===== config.mk =====
export PLATFORM = sky130hd
export DESIGN_NAME = audio_sync_rate_ctrl
export DESIGN_NICKNAME = d
export VERILOG_FILES = /design/src/design/audio_sync_pkg.sv /design/src/design/audio_sync_rate_ctrl.sv
export SDC_FILE = /design/constraint.sdc
export NUM_CORES = 1
export LEC_CHECK = 0
export BUFFER_PORTS_ARGS = -buffer_cell sky130_fd_sc_hd__buf_2
export CAP_MARGIN = 15
export CORE_MARGIN = 4
export CORE_UTILIZATION = 54
export CTS_CLUSTER_DIAMETER = 200
export DETAILED_ROUTE_END_ITERATION = 6
export PLACE_DENSITY_LB_ADDON = 0.2
export SKIP_CTS_REPAIR_TIMING = 1
export SLEW_MARGIN = 20
export SYNTH_ARGS = -nofsm -noshare
export SYNTH_HDL_FRONTEND = slang
export SYNTH_SLANG_ARGS = --single-unit
export TNS_END_PERCENT = 1

===== constraint.sdc =====
create_clock -name mclk -period 4.6 [get_ports mclk]
set_input_delay 0.92 -clock mclk [delete_from_list [all_inputs] [get_ports mclk]]
set_output_delay 0.92 -clock mclk [all_outputs]
set_load 0.02 [all_outputs]

===== src/design/audio_sync_pkg.sv =====
// Shared constants, enumerations and carriers of the sync and rate control block
package audio_sync_pkg;
	// Register offsets (byte addresses)
	localparam logic [3:0] OFS_CTRL   = 4'h0;
	localparam logic [3:0] OFS_STATUS = 4'h4;
	localparam logic [3:0] OFS_RATE   = 4'h8;
	localparam logic [3:0] OFS_GAIN   = 4'hC;
	// Control register fields and reset value
	localparam int         CTRL_FORCE_CRC  = 0;
	localparam int         CTRL_PULSE_SYNC = 1;
	localparam logic [1:0] CTRL_RESET      = 2'h0;
	// Status register fields
	localparam int STAT_STATE_LSB = 0;
	localparam int STAT_MUTE      = 2;
	localparam int STAT_REQ       = 3;
	localparam int STAT_FS_LSB    = 4;
	localparam int STAT_XTAL      = 6;
	localparam int STAT_GAIN_LSB  = 7;
	// Bit rates in kbit/s; the clock rate in kHz
	localparam logic [8:0]  RATE_DEFAULT  = 9'h180;
	localparam int          CLK_KHZ       = 200000;
	localparam int          WORD_BITS     = 16;
	// Word threshold on the master clock: rate added once per cycle
	localparam logic [22:0] THRESH_XTAL   = 23'(CLK_KHZ * WORD_BITS);
	// Sample clock path: rate x10 added per edge, 44.1 kHz assumed
	localparam int          RATE_SCALE    = 10;
	localparam int          FS_ASSUMED_HZ_DIV100 = 441;
	localparam logic [22:0] THRESH_FS256  = 23'(256 * FS_ASSUMED_HZ_DIV100 * WORD_BITS);
	localparam logic [22:0] THRESH_FS384  = 23'(384 * FS_ASSUMED_HZ_DIV100 * WORD_BITS);
	// Gain index limits
	localparam logic [7:0] GAIN_RESET    = 8'h00;
	localparam int         GAIN_RESERVED = 7;
	// Pin bundle width
	localparam int PIN_W = 7;

	typedef enum logic [1:0] {ST_IDLE, ST_HUNT, ST_VERIFY, ST_LOCKED} sync_state_t;
	typedef enum logic [1:0] {FS_44K1, FS_48K, FS_32K} fs_sel_t;
	typedef enum logic [2:0] {FLD_HEADER, FLD_ALLOC, FLD_SFSEL, FLD_SCALE, FLD_OTHER} field_t;

	// Frame check result from the bitstream parser
	typedef struct packed {
		logic       syncOk;
		logic       hdrCrc;
		logic       freeFormat;
		logic [8:0] rateKbps;
		fs_sel_t    fsCode;
	} frame_info_t;

	// Field error report from the parser
	typedef struct packed {
		field_t field;
		logic   crcFail;
		logic   syntaxErr;
	} field_err_t;

	typedef struct packed {
		logic [7:0] leftToLeft;
		logic [7:0] leftToRight;
		logic [7:0] rightToLeft;
		logic [7:0] rightToRight;
	} gain_set_t;
endpackage : audio_sync_pkg


===== src/design/audio_sync_rate_ctrl.sv =====
// Frame sync, master request pacing, sample rate choice, error muting and gain smoothing
////////////////////////////////////////////////////////////////////////////////
// Behaviour
// - Muted after reset until sync verified
// - Hunt for sync pattern or pulse
// - Verify frames muted; false sync rehunts
// - Muted frame count from CRC, free format
// - Unsynced requests use last selected rate
// - Default request rate 384 with source 0
// - Source 1 rate scales from sample clock
// - On lock adopt differing decoded rate
// - Slave select or stop halts requests
// - Resume at memorised master rate
// - Otherwise request speed stays unchanged
// - Crystal mode picks rate, default 44.1
// - Sample clocks change only at allowed events
// - Restore memorised master sample rate
// - Error flag, CRC fail, syntax mean errors
// - Header/alloc/select mute; scale factor reused
// - With CRC ignore flags for alloc, select
// - Force flag makes CRC present
// - Sub-band error indication for concealment
// - Gain takes effect within sample, smoothed
// - Index 127 zero gain, above reserved
//
// Our own choices: the register offsets and the strobed register port.
module audio_sync_rate_ctrl (
	input  wire logic                      mclk,
	input  wire logic                      rst_n,
	input  wire logic [3:0]                regAddr,
	input  wire logic [31:0]               regWdata,
	input  wire logic                      regWr,
	input  wire logic                      regRd,
	output logic [31:0]                    regRdata,
	input  wire logic                      sample_rate_clock_in,
	input  wire logic                      sample_clock_source_sel,
	input  wire logic                      sample_clock_ratio_sel,
	input  wire logic                      master_input_error_flag,
	input  wire logic                      slave_input_error_flag,
	input  wire logic                      masterInputSel,
	input  wire logic                      stopDecode,
	input  wire logic                      dataPresent,
	input  wire logic                      syncHit,
	input  wire logic                      frameChecked,
	input  wire audio_sync_pkg::frame_info_t frameInfo,
	input  wire logic                      fieldErrStrobe,
	input  wire audio_sync_pkg::field_err_t  fieldErr,
	input  wire logic                      frameStart,
	output logic                           subbandMute,
	output logic                           basebandMute,
	output logic                           subbandErr,
	output logic                           reuseScaleFactor,
	output logic                           requestActive,
	output logic                           requestWord,
	output logic [8:0]                     requestRate,
	output audio_sync_pkg::fs_sel_t          sampleRateSel,
	output logic                           xtalTiming,
	output logic                           syncPulseMode,
	output audio_sync_pkg::gain_set_t        gainApplied
);
	import audio_sync_pkg::*;

	sync_state_t        state;
	logic [1:0]         mutedCnt;
	logic [1:0]         ctrlReg;
	logic [PIN_W-1:0]   pinMeta;
	logic [PIN_W-1:0]   pinSync;
	logic               fsClkDly;
	logic               prevMaster;
	logic               frameBad;
	logic [22:0]        wordAcc;
	logic [1:0]         gainIdx;
	logic [7:0]         gainTarget [4];
	logic [7:0]         gainNow    [4];

	// Synchronised pin views
	logic fsClkS, srcSelS, ratioSelS, mErrS, sErrS, masterS, stopS;
	assign {fsClkS, srcSelS, ratioSelS, mErrS, sErrS, masterS, stopS} = pinSync;

	logic crcOn, crcNow, crcHdr, needDone, lockEvent, lockedNext, pinErr, fieldBad, fsEdge;
	logic [1:0] needFrames;

	// Muted verification frames for a given header
	function automatic logic [1:0] muted_frames(input logic crc, input logic free);
		if (crc)
			muted_frames = free ? 2'h1 : 2'h0;
		else
			muted_frames = free ? 2'h2 : 2'h1;
	endfunction : muted_frames

	// One smoothing step toward the target index
	function automatic logic [7:0] step_toward(input logic [7:0] now, input logic [7:0] tgt);
		if (now < tgt)
			step_toward = now + 8'h01;
		else if (now > tgt)
			step_toward = now - 8'h01;
		else
			step_toward = now;
	endfunction : step_toward

	////////////////////////////////////////////////////////////////////////////////
	// Two-stage synchroniser for every pin input
	always_ff @(posedge mclk) begin
		if (!rst_n) begin
			pinMeta <= '0;
			pinSync <= '0;
			fsClkDly <= 1'b0;
		end else begin
			pinMeta <= {sample_rate_clock_in, sample_clock_source_sel, sample_clock_ratio_sel,
				master_input_error_flag, slave_input_error_flag, masterInputSel, stopDecode};
			pinSync <= pinMeta;
			fsClkDly <= fsClkS;
		end
	end

	assign fsEdge = fsClkS & ~fsClkDly;
	assign crcOn = frameInfo.hdrCrc | ctrlReg[CTRL_FORCE_CRC];
	assign needFrames = muted_frames(crcOn, frameInfo.freeFormat);
	assign needDone = (mutedCnt == needFrames);
	assign lockEvent = (state == ST_VERIFY) && frameChecked && frameInfo.syncOk && needDone;
	// Lock kept or gained at this edge; mutes follow the state with no lag
	assign lockedNext = !(stopS || (prevMaster != masterS))
		&& (((state == ST_LOCKED) && !(frameChecked && !frameInfo.syncOk)) || lockEvent);

	// Header protection held from the last checked frame; frame info is junk in between
	always_ff @(posedge mclk) begin
		if (!rst_n)
			crcHdr <= 1'b0;
		else if (frameChecked)
			crcHdr <= frameInfo.hdrCrc;
	end
	assign crcNow = crcHdr | ctrlReg[CTRL_FORCE_CRC];

	////////////////////////////////////////////////////////////////////////////////
	// Sync state machine; stop or an interface switch drops sync, a failed sync check rehunts
	always_ff @(posedge mclk) begin
		if (!rst_n) begin
			state <= ST_IDLE;
			mutedCnt <= 2'h0;
			prevMaster <= 1'b0;
		end else begin
			prevMaster <= masterS;
			if (stopS || (prevMaster != masterS)) begin
				state <= ST_IDLE;
				mutedCnt <= 2'h0;
			end else begin
				case (state)
					ST_IDLE: begin
						if (dataPresent)
							state <= ST_HUNT;
					end
					ST_HUNT: begin
						if (syncHit) begin
							state <= ST_VERIFY;
							mutedCnt <= 2'h0;
						end
					end
					ST_VERIFY: begin
						if (frameChecked) begin
							if (!frameInfo.syncOk)
								state <= ST_HUNT;
							else if (needDone)
								state <= ST_LOCKED;
							else
								mutedCnt <= mutedCnt + 2'h1;
						end
					end
					ST_LOCKED: begin
						if (frameChecked && !frameInfo.syncOk)
							state <= ST_HUNT;
					end
					default: state <= ST_IDLE;
				endcase
			end
		end
	end

	////////////////////////////////////////////////////////////////////////////////
	// Error classification per field
	// three error sources
	assign pinErr = masterS ? mErrS : sErrS;
	// with CRC its result, not the flag, counts for allocation and select
	always_comb begin
		fieldBad = fieldErr.syntaxErr;
		case (fieldErr.field)
			FLD_ALLOC, FLD_SFSEL: fieldBad = fieldBad | (crcNow ? fieldErr.crcFail : pinErr);
			default:              fieldBad = fieldBad | pinErr | (crcNow & fieldErr.crcFail);
		endcase
	end

	// Frame error state, cleared at each frame start; an error in that cycle wins
	always_ff @(posedge mclk) begin
		if (!rst_n) begin
			frameBad <= 1'b0;
			subbandErr <= 1'b0;
			reuseScaleFactor <= 1'b0;
		end else begin
			reuseScaleFactor <= 1'b0;
			if (frameStart) begin
				frameBad <= 1'b0;
				subbandErr <= 1'b0;
			end
			if (fieldErrStrobe && fieldBad) begin
				subbandErr <= 1'b1;
				case (fieldErr.field)
					FLD_HEADER, FLD_ALLOC, FLD_SFSEL: frameBad <= 1'b1;
					FLD_SCALE:                        reuseScaleFactor <= 1'b1;
					default:                          ;
				endcase
			end
		end
	end

	// mute until locked, also on bad frames
	always_ff @(posedge mclk) begin
		if (!rst_n) begin
			subbandMute <= 1'b1;
			basebandMute <= 1'b1;
		end else begin
			subbandMute <= !lockedNext || frameBad;
			basebandMute <= !lockedNext || frameBad;
		end
	end

	////////////////////////////////////////////////////////////////////////////////
	// Memorised master bit rate; survives slave use and stop
	// kept across switches
	always_ff @(posedge mclk) begin
		if (!rst_n) begin
			// default rate, scaled by the sample clock when source is 1
			requestRate <= RATE_DEFAULT;
		end else if (lockEvent && masterS && (frameInfo.rateKbps != requestRate)) begin
			requestRate <= frameInfo.rateKbps;
		end
	end

	// requests only on master input without stop
	always_ff @(posedge mclk) begin
		if (!rst_n)
			requestActive <= 1'b0;
		else
			requestActive <= masterS && !stopS;
	end

	// Word pacing by fractional accumulation; the sample clock path needs no divider
	always_ff @(posedge mclk) begin
		if (!rst_n) begin
			wordAcc <= 23'h0;
			requestWord <= 1'b0;
		end else begin
			requestWord <= 1'b0;
			if (!requestActive) begin
				wordAcc <= 23'h0;
			end else if (!srcSelS) begin
				// pacing at the last selected rate
				if (wordAcc >= THRESH_XTAL) begin
					wordAcc <= wordAcc - THRESH_XTAL + 23'(requestRate);
					requestWord <= 1'b1;
				end else
					wordAcc <= wordAcc + 23'(requestRate);
			end else if (fsEdge) begin
				if (wordAcc >= (ratioSelS ? THRESH_FS384 : THRESH_FS256)) begin
					wordAcc <= wordAcc - (ratioSelS ? THRESH_FS384 : THRESH_FS256)
						+ 23'(requestRate * RATE_SCALE);
					requestWord <= 1'b1;
				end else
					wordAcc <= wordAcc + 23'(requestRate * RATE_SCALE);
			end
		end
	end

	////////////////////////////////////////////////////////////////////////////////
	// Sample rate choice; crystal timing only for master input with source 0
	always_ff @(posedge mclk) begin
		if (!rst_n) begin
			sampleRateSel <= FS_44K1;
			xtalTiming <= 1'b0;
		end else begin
			// memorised rate returns with crystal timing
			xtalTiming <= masterS && !srcSelS;
			if (lockEvent && masterS && !srcSelS)
				sampleRateSel <= frameInfo.fsCode;
		end
	end

	////////////////////////////////////////////////////////////////////////////////
	// Register writes: control bits and the gain index sequence
	always_ff @(posedge mclk) begin
		if (!rst_n) begin
			ctrlReg <= CTRL_RESET;
			syncPulseMode <= 1'b0;
		end else begin
			if (regWr && regAddr == OFS_CTRL)
				ctrlReg <= regWdata[1:0];
			syncPulseMode <= ctrlReg[CTRL_PULSE_SYNC];
		end
	end

	// Gains arrive in the fixed order; the slot counter wraps after the fourth
	always_ff @(posedge mclk) begin
		if (!rst_n) begin
			gainIdx <= 2'h0;
			for (int i = 0; i < 4; i++)
				gainTarget[i] <= GAIN_RESET;
		end else if (regWr && regAddr == OFS_GAIN) begin
			gainIdx <= gainIdx + 2'h1;
			// reserved indices leave the gain alone
			if (!regWdata[GAIN_RESERVED])
				gainTarget[gainIdx] <= regWdata[7:0];
		end
	end

	// one index per cycle, far inside a sample period, avoids clicks
	always_ff @(posedge mclk) begin
		if (!rst_n) begin
			for (int i = 0; i < 4; i++)
				gainNow[i] <= GAIN_RESET;
		end else begin
			for (int i = 0; i < 4; i++)
				gainNow[i] <= step_toward(gainNow[i], gainTarget[i]);
		end
	end

	assign gainApplied = {gainNow[0], gainNow[1], gainNow[2], gainNow[3]};

	// Read data one cycle after the strobe; unmapped addresses read zero
	always_ff @(posedge mclk) begin
		if (!rst_n) begin
			regRdata <= 32'h0;
		end else if (regRd) begin
			case (regAddr)
				OFS_CTRL:   regRdata <= {30'h0, ctrlReg};
				OFS_STATUS: regRdata <= {23'h0, gainIdx, xtalTiming, sampleRateSel,
					requestActive, basebandMute, state};
				OFS_RATE:   regRdata <= {23'h0, requestRate};
				default:    regRdata <= 32'h0;
			endcase
		end else begin
			regRdata <= 32'h0;
		end
	end
endmodule : audio_sync_rate_ctrl


==> summary.md, run 1 <==
| Metric | Value |
|---|---|
| Delay of the slowest critical-path stage | `0.59 ns` |
| Proportion of layout cells with a drive suffix above 1 | `~15%` |
| CTS Buffer Depth | `2` |
| Gr usage total | `roughly a quarter` |
| Post-synth ARST share | `0%` |
| Gate count of the mapped netlist | `between 1,000 and 1,500` |
| Final Worst Setup Slack | `0.208 ns` |
| Hold violation count in the final report | `0` |
| Crit path launch type | `flop` |
| Sequential share of the synthesized area | `approximately 28%` |
| Actual transition at the worst max-transition pin | `about 0.84 ns` |
| Top cell type by total area after synthesis | `sky130_fd_sc_hd__dfxtp_1` |
| Post-synth top area share | `between 15 and 20%` |
| Die area | `0.0231 mm²` |
| Required time at the worst-slack endpoint | `between 4 and 5 ns` |
| Setup Viol. Count Final | `0` |
| Pwr/cell area | `between 300 and 400 mW/mm²` |
| Arrival time worst endpoint | `between 4 and 5 ns` |
| Layout area overhead | `15.5%` |
| Starting utilization of the core area | `55.1%` |
| Per-cell routed wire length | `16.6 µm` |
| Count of distinct cell types in the synthesized netlist | `77` |
| DRC violations left | `0` |
| Cell Chain, Critical Path | `ha_4 > ha_1 > a21o_1 > a21oi_2 > o21bai_1 > a21oi_2 > o21bai_1 > a21oi_2 > xnor2_2 > fa_1 > ha_4 > and3_4 > a31oi_4 > o21ai_2 > o31a_1 > buf_4 > a41oi_1 > xor2_1 > a22oi_1 > a31oi_1` |
| Fin. max-slew vios | `0` |
| Max-slew headroom | `a little over two fifths` |
| Result of the run | `finished, final reports clean` |
| Placer congestion estimate | `0.912` |
| Post-synth design cell area | `between 0.01 and 0.015 mm²` |
| Area of the core | `around 0.020 mm²` |
| Fin Hold WS | `approximately 0.41 ns` |
| Max-Cap Viols | `0` |
| Clock root buffer | `sky130_fd_sc_hd__clkbuf_16` |
| Timing-limited maximum frequency | `approximately 0.23 GHz` |
| Clock Latency Late Sink | `0.44 ns` |
| Wire length of the first global-routing pass | `around 46,000 µm` |
| Largest net degree at the start of global routing | `between 40 and 50` |
| Library cell appearing most often on the critical path | `sky130_fd_sc_hd__a21oi_2` |
| CTS Buf Count | `17` |
| Post-layout util | `between 60% and 70%` |
| Pre-CTS WS | `-0.257 ns` |
| Non-filler cells in the finished layout | `around 1,700` |
| Number of clock sinks | `140` |
| Number of nets in the finished design | `between 1,500 and 2,000` |
| Min-delay worst type | `flop to flop` |
| Setup repair after global routing missed its margin | `yes` |
| YS warnings | `0` |
| Count of buffers inserted at the top-level ports | `about 110` |
| Slowest cell on the critical path | `sky130_fd_sc_hd__fa_1` |
| CTS clock-pin slew for the worst setup and hold paths | `0.07 ns` |
| Reg2reg setup slack | `approximately 0.21 ns` |
| Cell Area, Placed | `0.0121 mm²` |
| Number of placed instances with taps included | `between 1,500 and 2,000` |
| Floorplan row count | `52` |
| Vias post-DR | `9,825` |
| Average instance area after synthesis | `around 8.5 µm²` |
| Flops & latches, synth | `between 100 and 150` |
| Die outline width | `between 150 and 200 µm` |
| Remaining Overflow, GRT | `0` |
| Vias in the first global route | `around 9,000` |
| Post-synth EDFFs | `32` |
| Number of cells traversed by the worst register-to-register path | `20` |
| Post-Route Skew | `0.0125 ns` |
| Detailed Route Iter0 Violations | `approximately 650` |
| Power consumption | `approximately 4.6 mW` |
| Max FO, Critical Path | `3` |
| Startpoint-to-endpoint class of the critical path | `flop to flop` |
| Cell count of the worst hold path | `1` |
| Via density per instance | `about 5.7` |
| Leak pwr | `between 5 and 6 nW` |
| Post-layout instance area | `around 0.013 mm²` |
| Capturing element type of the critical path | `flop` |
| HPWL Detailed | `roughly 22,000 µm` |
| CTS tree | `yes` |
| Count of antenna-violating nets left after detailed routing | `0` |
| Total iterations of the first detailed-routing run | `5` |
| Period utilization | `95.5%` |
| CTS H-Tree Depth | `4` |
| Antenna violations before repair | `4` |
| Die height | `152 µm` |
| Total Routed Length | `~29,000 µm` |
| Setup TNS | `0 ns` |
| Final critical path time including I/O delays and setup | `roughly 4.4 ns` |
| Top-level port count | `~150` |
| Primary flip-flop cell chosen by synthesis mapping | `sky130_fd_sc_hd__dfxtp_1` |
| Worst VDD drop | `about 0.24 mV` |
| Leading cell types by total area after synthesis | `sky130_fd_sc_hd__dfxtp_1 19%, sky130_fd_sc_hd__ha_1 15%, sky130_fd_sc_hd__edfxtp_1 8.6%` |
-- state kept, by name, summed over array words and instances, names as in the netlist, 2 cells and up --
signal and cells:
sampleRateSel 2, pinSync 7, pinMeta 7, gainIdx 2, state 2, regRdata 9
gainNow 32, ctrlReg 2, requestRate 9, mutedCnt 2, gainTarget 32, wordAcc 23
-- where the power goes --
part | total, mW | switching (mW) | internal, mW
Sequential | 1.51 | 0.133 | 1.38
Clock | 1.46 | 0.583 | 0.874
Combinational | 1.66 | 0.930 | 0.735
Total | 4.64 | 1.65 | 2.99
-- final timing paths --
path                               startpoint                       end
setup / recovery  requestRate[2]$_SDFFE_PN0P_  wordAcc[18]$_SDFFE_PN0N_
hold / removal          pinSync[0]$_SDFF_PN0_  requestActive$_SDFF_PN0_
setup reg to reg  requestRate[2]$_SDFFE_PN0P_  wordAcc[18]$_SDFFE_PN0N_
hold reg to reg         pinSync[0]$_SDFF_PN0_  requestActive$_SDFF_PN0_
-- cells by family (layout without fill, tap and decap cells) --
kind of cell | after synthesis | in the layout | synth area share, %
flip-flops | 140 | 140 | 27.9
multiplexers | 44 | 44 | 3.95
XOR/XNOR | 86 | 86 | 6.73
other | 1 | 30 | 0.0335
buffers and inverters | 176 | 294 | 6.85
AND/OR/NAND/NOR | 392 | 392 | 18.0
AO/OA/AOI/OAI | 324 | 324 | 19.5
adder cells (fa/ha/maj) | 147 | 147 | 17.1
-- cell usage after synthesis, types with 12 or more instances --
cell / number
sky130_fd_sc_hd__a211oi_1: 12
sky130_fd_sc_hd__a21o_1: 28
sky130_fd_sc_hd__a21oi_1: 110
sky130_fd_sc_hd__a31oi_1: 12
sky130_fd_sc_hd__and2_1: 57
sky130_fd_sc_hd__and3_1: 13
sky130_fd_sc_hd__buf_4: 25
sky130_fd_sc_hd__clkbuf_1: 30
sky130_fd_sc_hd__dfxtp_1: 108
sky130_fd_sc_hd__edfxtp_1: 32
sky130_fd_sc_hd__ha_1: 137
sky130_fd_sc_hd__inv_1: 115
sky130_fd_sc_hd__mux2i_1: 43
sky130_fd_sc_hd__nand2_1: 68
sky130_fd_sc_hd__nand2b_1: 15
sky130_fd_sc_hd__nand3_1: 30
sky130_fd_sc_hd__nand4_1: 16
sky130_fd_sc_hd__nor2_1: 96
sky130_fd_sc_hd__nor2b_1: 55
sky130_fd_sc_hd__nor3_1: 18
sky130_fd_sc_hd__o21a_1: 14
sky130_fd_sc_hd__o21ai_0: 41
sky130_fd_sc_hd__o21bai_1: 16
sky130_fd_sc_hd__xnor2_1: 65
sky130_fd_sc_hd__xor2_1: 21
-- worst max-delay path, delay by kind of cell, from the launching register on --
kind,cells,cell delay [ns]
AOI/OAI and AO/OA,12,1.92
and+or+nand+nor,1,0.18
buffers and inverters,1,0.15
xor gates and xnor gates,2,0.37
DFF,1,0.36
adders and majority gates,4,1.34
-- layout by cell type (no fill, tap or decap), types with 18 or more instances in the layout --
master,count
sky130_fd_sc_hd__nand2_1,68
sky130_fd_sc_hd__nor2b_1,55
sky130_fd_sc_hd__dfxtp_1,104
sky130_fd_sc_hd__buf_2,106
sky130_fd_sc_hd__nand3_1,30
sky130_fd_sc_hd__xor2_1,21
sky130_fd_sc_hd__o21ai_0,40
sky130_fd_sc_hd__ha_1,130
sky130_fd_sc_hd__xnor2_1,63
sky130_fd_sc_hd__buf_4,40
sky130_fd_sc_hd__edfxtp_1,32
sky130_fd_sc_hd__and2_1,57
sky130_fd_sc_hd__mux2i_1,43
sky130_fd_sc_hd__clkbuf_16,18
sky130_fd_sc_hd__a21oi_1,104
sky130_fd_sc_hd__conb_1,27
sky130_fd_sc_hd__a21o_1,28
sky130_fd_sc_hd__nor2_1,96
sky130_fd_sc_hd__nor3_1,18
sky130_fd_sc_hd__inv_1,114
-- final cells by class --
type	instances	area, µm²
clock buffer	20	478
timing repair buffer	146	831
multi-input combinational	1020	7560
inverter	116	435
antenna	3	7.51
clock inverter	12	149
tap	270	338
fill	1733	7370
sequential	140	3130
-- layer usage --
| metal | global-route usage [%] | wire length [µm] | vias up |
|---|---|---|---|
| li1 | - | - | 4859 |
| met1 | 30.2 | 12600 | 4611 |
| met2 | 39.9 | 13700 | 291 |
| met4 | 9.50 | 801 | 2 |
| met5 | 0 | 7 | - |
| met3 | 4.47 | 1580 | 62 |
Power figures use the tool's default switching activity.
==> run 2: changes to the inputs <==
Settings changed: CORE_MARGIN 4 to not set, CORE_UTILIZATION 54 to 55, CTS_BUF_LIST set to sky130_fd_sc_hd__clkbuf_8.
==> summary.md, run 2 (synthesized netlist as in run 1, its figures left out) <==
| Metric | Value |
|---|---|
| Result of the run | `finished, final reports clean (unchanged)` |
| Worst VDD drop | `0.201 mV (was 0.243 mV)` |
| Clock Latency Late Sink | `0.45 ns (was 0.44 ns)` |
| Fin. max-slew vios | `0 (unchanged)` |
| Placer congestion estimate | `0.933 (was 0.912)` |
| Sequential power share | `36.0% (was 32.7%)` |
| Pwr/cell area | `333 mW/mm² (was 359 mW/mm²)` |
| Startpoint-to-endpoint class of the critical path | `flop to flop (unchanged)` |
| Number of clock sinks | `140 (unchanged)` |
| Actual transition at the worst max-transition pin | `0.792 ns (was 0.839 ns)` |
| Wire length of the first global-routing pass | `42,900 µm (was 45,500 µm)` |
| CTS Buf Count | `17 (unchanged)` |
| Area of the core | `0.0197 mm² (was 0.0203 mm²)` |
| Per-cell routed wire length | `15.7 µm (was 16.6 µm)` |
| Number of placed instances with taps included | `1,678 (was 1,691)` |
| Starting utilization of the core area | `56.8% (was 55.1%)` |
| Period utilization | `95.2% (was 95.5%)` |
| Max FO, Critical Path | `6 (was 3)` |
| Switching share of power | `35.7% (was 35.5%)` |
| Logic gate share of total power | `38.9% (was 35.9%)` |
| Crit path launch type | `flop (unchanged)` |
| Vias post-DR | `9,557 (was 9,825)` |
| Delay of the slowest critical-path stage | `0.49 ns (was 0.59 ns)` |
| Power consumption | `4.20 mW (was 4.64 mW)` |
| Via density per instance | `5.58 (was 5.69)` |
| Required time at the worst-slack endpoint | `4.96 ns (was 4.95 ns)` |
| Largest net degree at the start of global routing | `68 (was 45)` |
| Cell Chain, Critical Path | `buf_4 > ha_1 > ha_4 > inv_1 > o21bai_1 > a21oi_2 > o21bai_1 > a21oi_2 > xnor2_2 > fa_1 > ha_4 > and3_4 > a31oi_2 > o21ai_2 > o31a_1 > buf_4 > a41oi_1 > xor2_1 > a22oi_1 > a31oi_1 (was ha_4 > ha_1 > a21o_1 > a21oi_2 > o21bai_1 > a21oi_2 > o21bai_1 > a21oi_2 > xnor2_2 > fa_1 > ha_4 > and3_4 > a31oi_4 > o21ai_2 > o31a_1 > buf_4 > a41oi_1 > xor2_1 > a22oi_1 > a31oi_1)` |
| Proportion of layout cells with a drive suffix above 1 | `13.9% (was 15.1%)` |
| Detailed Route Iter0 Violations | `590 (was 649)` |
| Leak pwr | `5.67 nW (was 5.80 nW)` |
| Timing-limited maximum frequency | `0.228 GHz (about the same)` |
| Leading cell types in the layout, fill and taps excluded | `130 x sky130_fd_sc_hd__ha_1, 122 x sky130_fd_sc_hd__inv_1, 106 x sky130_fd_sc_hd__buf_2 (was 130 x sky130_fd_sc_hd__ha_1, 114 x sky130_fd_sc_hd__inv_1, 106 x sky130_fd_sc_hd__buf_2)` |
| Biggest regs | `gainNow: 32 flops, gainTarget: 32 flops, wordAcc: 23 flops (unchanged)` |
| Layout area overhead | `12.8% (was 15.5%)` |
| Vias in the first global route | `8,977 (was 9,212)` |
| Number of nets in the finished design | `1,651 (was 1,659)` |
| Max-slew headroom | `47.0% (was 43.8%)` |
| Switching power summed over all nets | `1.50 mW (was 1.65 mW)` |
| CTS clock-pin slew for the worst setup and hold paths | `0.07 ns (about the same)` |
| Count of buffers inserted at the top-level ports | `106 (unchanged)` |
| Hold violation count in the final report | `0 (unchanged)` |
| Count of antenna-violating nets left after detailed routing | `0 (unchanged)` |
| Setup Viol. Count Final | `0 (unchanged)` |
| Total Routed Length | `26,900 µm (was 28,700 µm)` |
| Setup repair after global routing missed its margin | `yes (unchanged)` |
| CTS H-Tree Depth | `4 (unchanged)` |
| Most common cell after layout, fill and taps aside | `sky130_fd_sc_hd__ha_1 (unchanged)` |
| Slowest cell on the critical path | `sky130_fd_sc_hd__fa_1 (unchanged)` |
| Post-Route Skew | `0.0101 ns (was 0.0125 ns)` |
| Clock share of power | `25.0% (was 31.4%)` |
| Top-level port count | `154 (unchanged)` |
| Pint | `2.70 mW (was 2.99 mW)` |
| Max-Cap Viols | `0 (unchanged)` |
| Clock root buffer | `sky130_fd_sc_hd__clkbuf_8 (was sky130_fd_sc_hd__clkbuf_16)` |
| Arrival time worst endpoint | `4.74 ns (about the same)` |
| Remaining Overflow, GRT | `0 (unchanged)` |
| Die area | `0.0209 mm² (was 0.0231 mm²)` |
| Non-filler cells in the finished layout | `1,712 (was 1,727)` |
| CTS Buffer Depth | `2 (unchanged)` |
| Antenna violations before repair | `0 (was 4)` |
| Die height | `145 µm (was 152 µm)` |
| DRC violations left | `0 (unchanged)` |
| Final critical path time including I/O delays and setup | `4.38 ns (was 4.39 ns)` |
| Capturing element type of the critical path | `flop (unchanged)` |
| Min-delay worst type | `flop to flop (unchanged)` |
| Floorplan row count | `51 (was 52)` |
| Die outline width | `145 µm (was 152 µm)` |
| Gr usage total | `26.2% (was 23.8%)` |
| HPWL Detailed | `20,700 µm (was 22,100 µm)` |
| CTS tree | `yes (unchanged)` |
| Total iterations of the first detailed-routing run | `6 (was 5)` |
[run 2: cell types whose count changed in the layout (fill, tap and decap cells not counted), moves of 2 or more]
cell	delta
sky130_fd_sc_hd__buf_4	-8
sky130_fd_sc_hd__bufinv_16	+2
sky130_fd_sc_hd__clkbuf_16	-18
sky130_fd_sc_hd__clkbuf_8	+16
sky130_fd_sc_hd__clkinv_2	+2
sky130_fd_sc_hd__clkinv_4	-4
sky130_fd_sc_hd__diode_2	-2
sky130_fd_sc_hd__inv_1	+8
sky130_fd_sc_hd__inv_6	-4
[run 2: path summary, 6_finish.rpt]
path	start	to	slack (ns)	cells past startpoint
setup / recovery	requestRate[4]$_SDFFE_PN0P_	wordAcc[18]$_SDFFE_PN0N_	0.22	20
hold reg to reg	pinSync[0]$_SDFF_PN0_	requestActive$_SDFF_PN0_	0.41	1
hold / removal	pinSync[0]$_SDFF_PN0_	requestActive$_SDFF_PN0_	0.41	1
setup reg to reg	requestRate[4]$_SDFFE_PN0P_	wordAcc[18]$_SDFFE_PN0N_	0.22	20
[run 2: critical path, delay by kind of cell (launching register included)]
family | cells | cell delay (ns)
adders and majority gates | 4 | 1.36
xor gates and xnor gates | 2 | 0.51
and+or+nand+nor | 1 | 0.17
DFF | 1 | 0.34
buffers and inverters | 3 | 0.36
AOI/OAI and AO/OA | 10 | 1.55
[run 2: layout make-up]
type                       count  area [µm²]
antenna                        1        2.50
clock inverter                14         164
inverter                     116         435
sequential                   140        3130
multi-input combinational   1020        7550
fill                        1722        7090
timing repair buffer         138         771
tap                          265         332
clock buffer                  18         248
[run 2: metal layers]
| layer | up-vias | global-route usage [%] | wire length [µm] |
|---|---|---|---|
| li1 | 4829 | - | - |
| met1 | 4403 | 33.1 | 11900 |
| met2 | 289 | 45.3 | 13000 |
| met3 | 36 | 4.28 | 1470 |
| met4 | 0 | 8.75 | 427 |
| met5 | - | 0 | 0 |
[run 2: power by group through the flow]
| stage | combinational [mW] | clock (mW) | sequential (mW) |
|---|---|---|---|
| final | 1.64 | 1.05 | 1.51 |
| after global routing | 1.88 | 1.11 | 1.54 |
| after CTS | 1.64 | 1.07 | 1.52 |
| after detailed placement | 1.63 | 0 | 1.54 |
| after global placement | 1.56 | 0 | 1.54 |
| after floorplan | 1.20 | 0 | 1.63 |
[run 2: per-stage QoR]
stage / setup slack [ns] / cell area [µm²] / utilization [%] / TNS, ns / hold WS [ns]
after floorplan: 0.0308 / 11300 / - / 0 / 0.383
after global placement: -0.0741 / 12100 / 61.2 / -0.100 / 0.400
after detailed placement: -0.0641 / 12100 / 61.2 / -0.141 / 0.409
after CTS: -0.126 / 12500 / 63.2 / -0.351 / 0.419
after global routing: -0.0756 / 12600 / 64.0 / -0.171 / 0.436
final: 0.219 / 12600 / 64.0 / 0 / 0.415
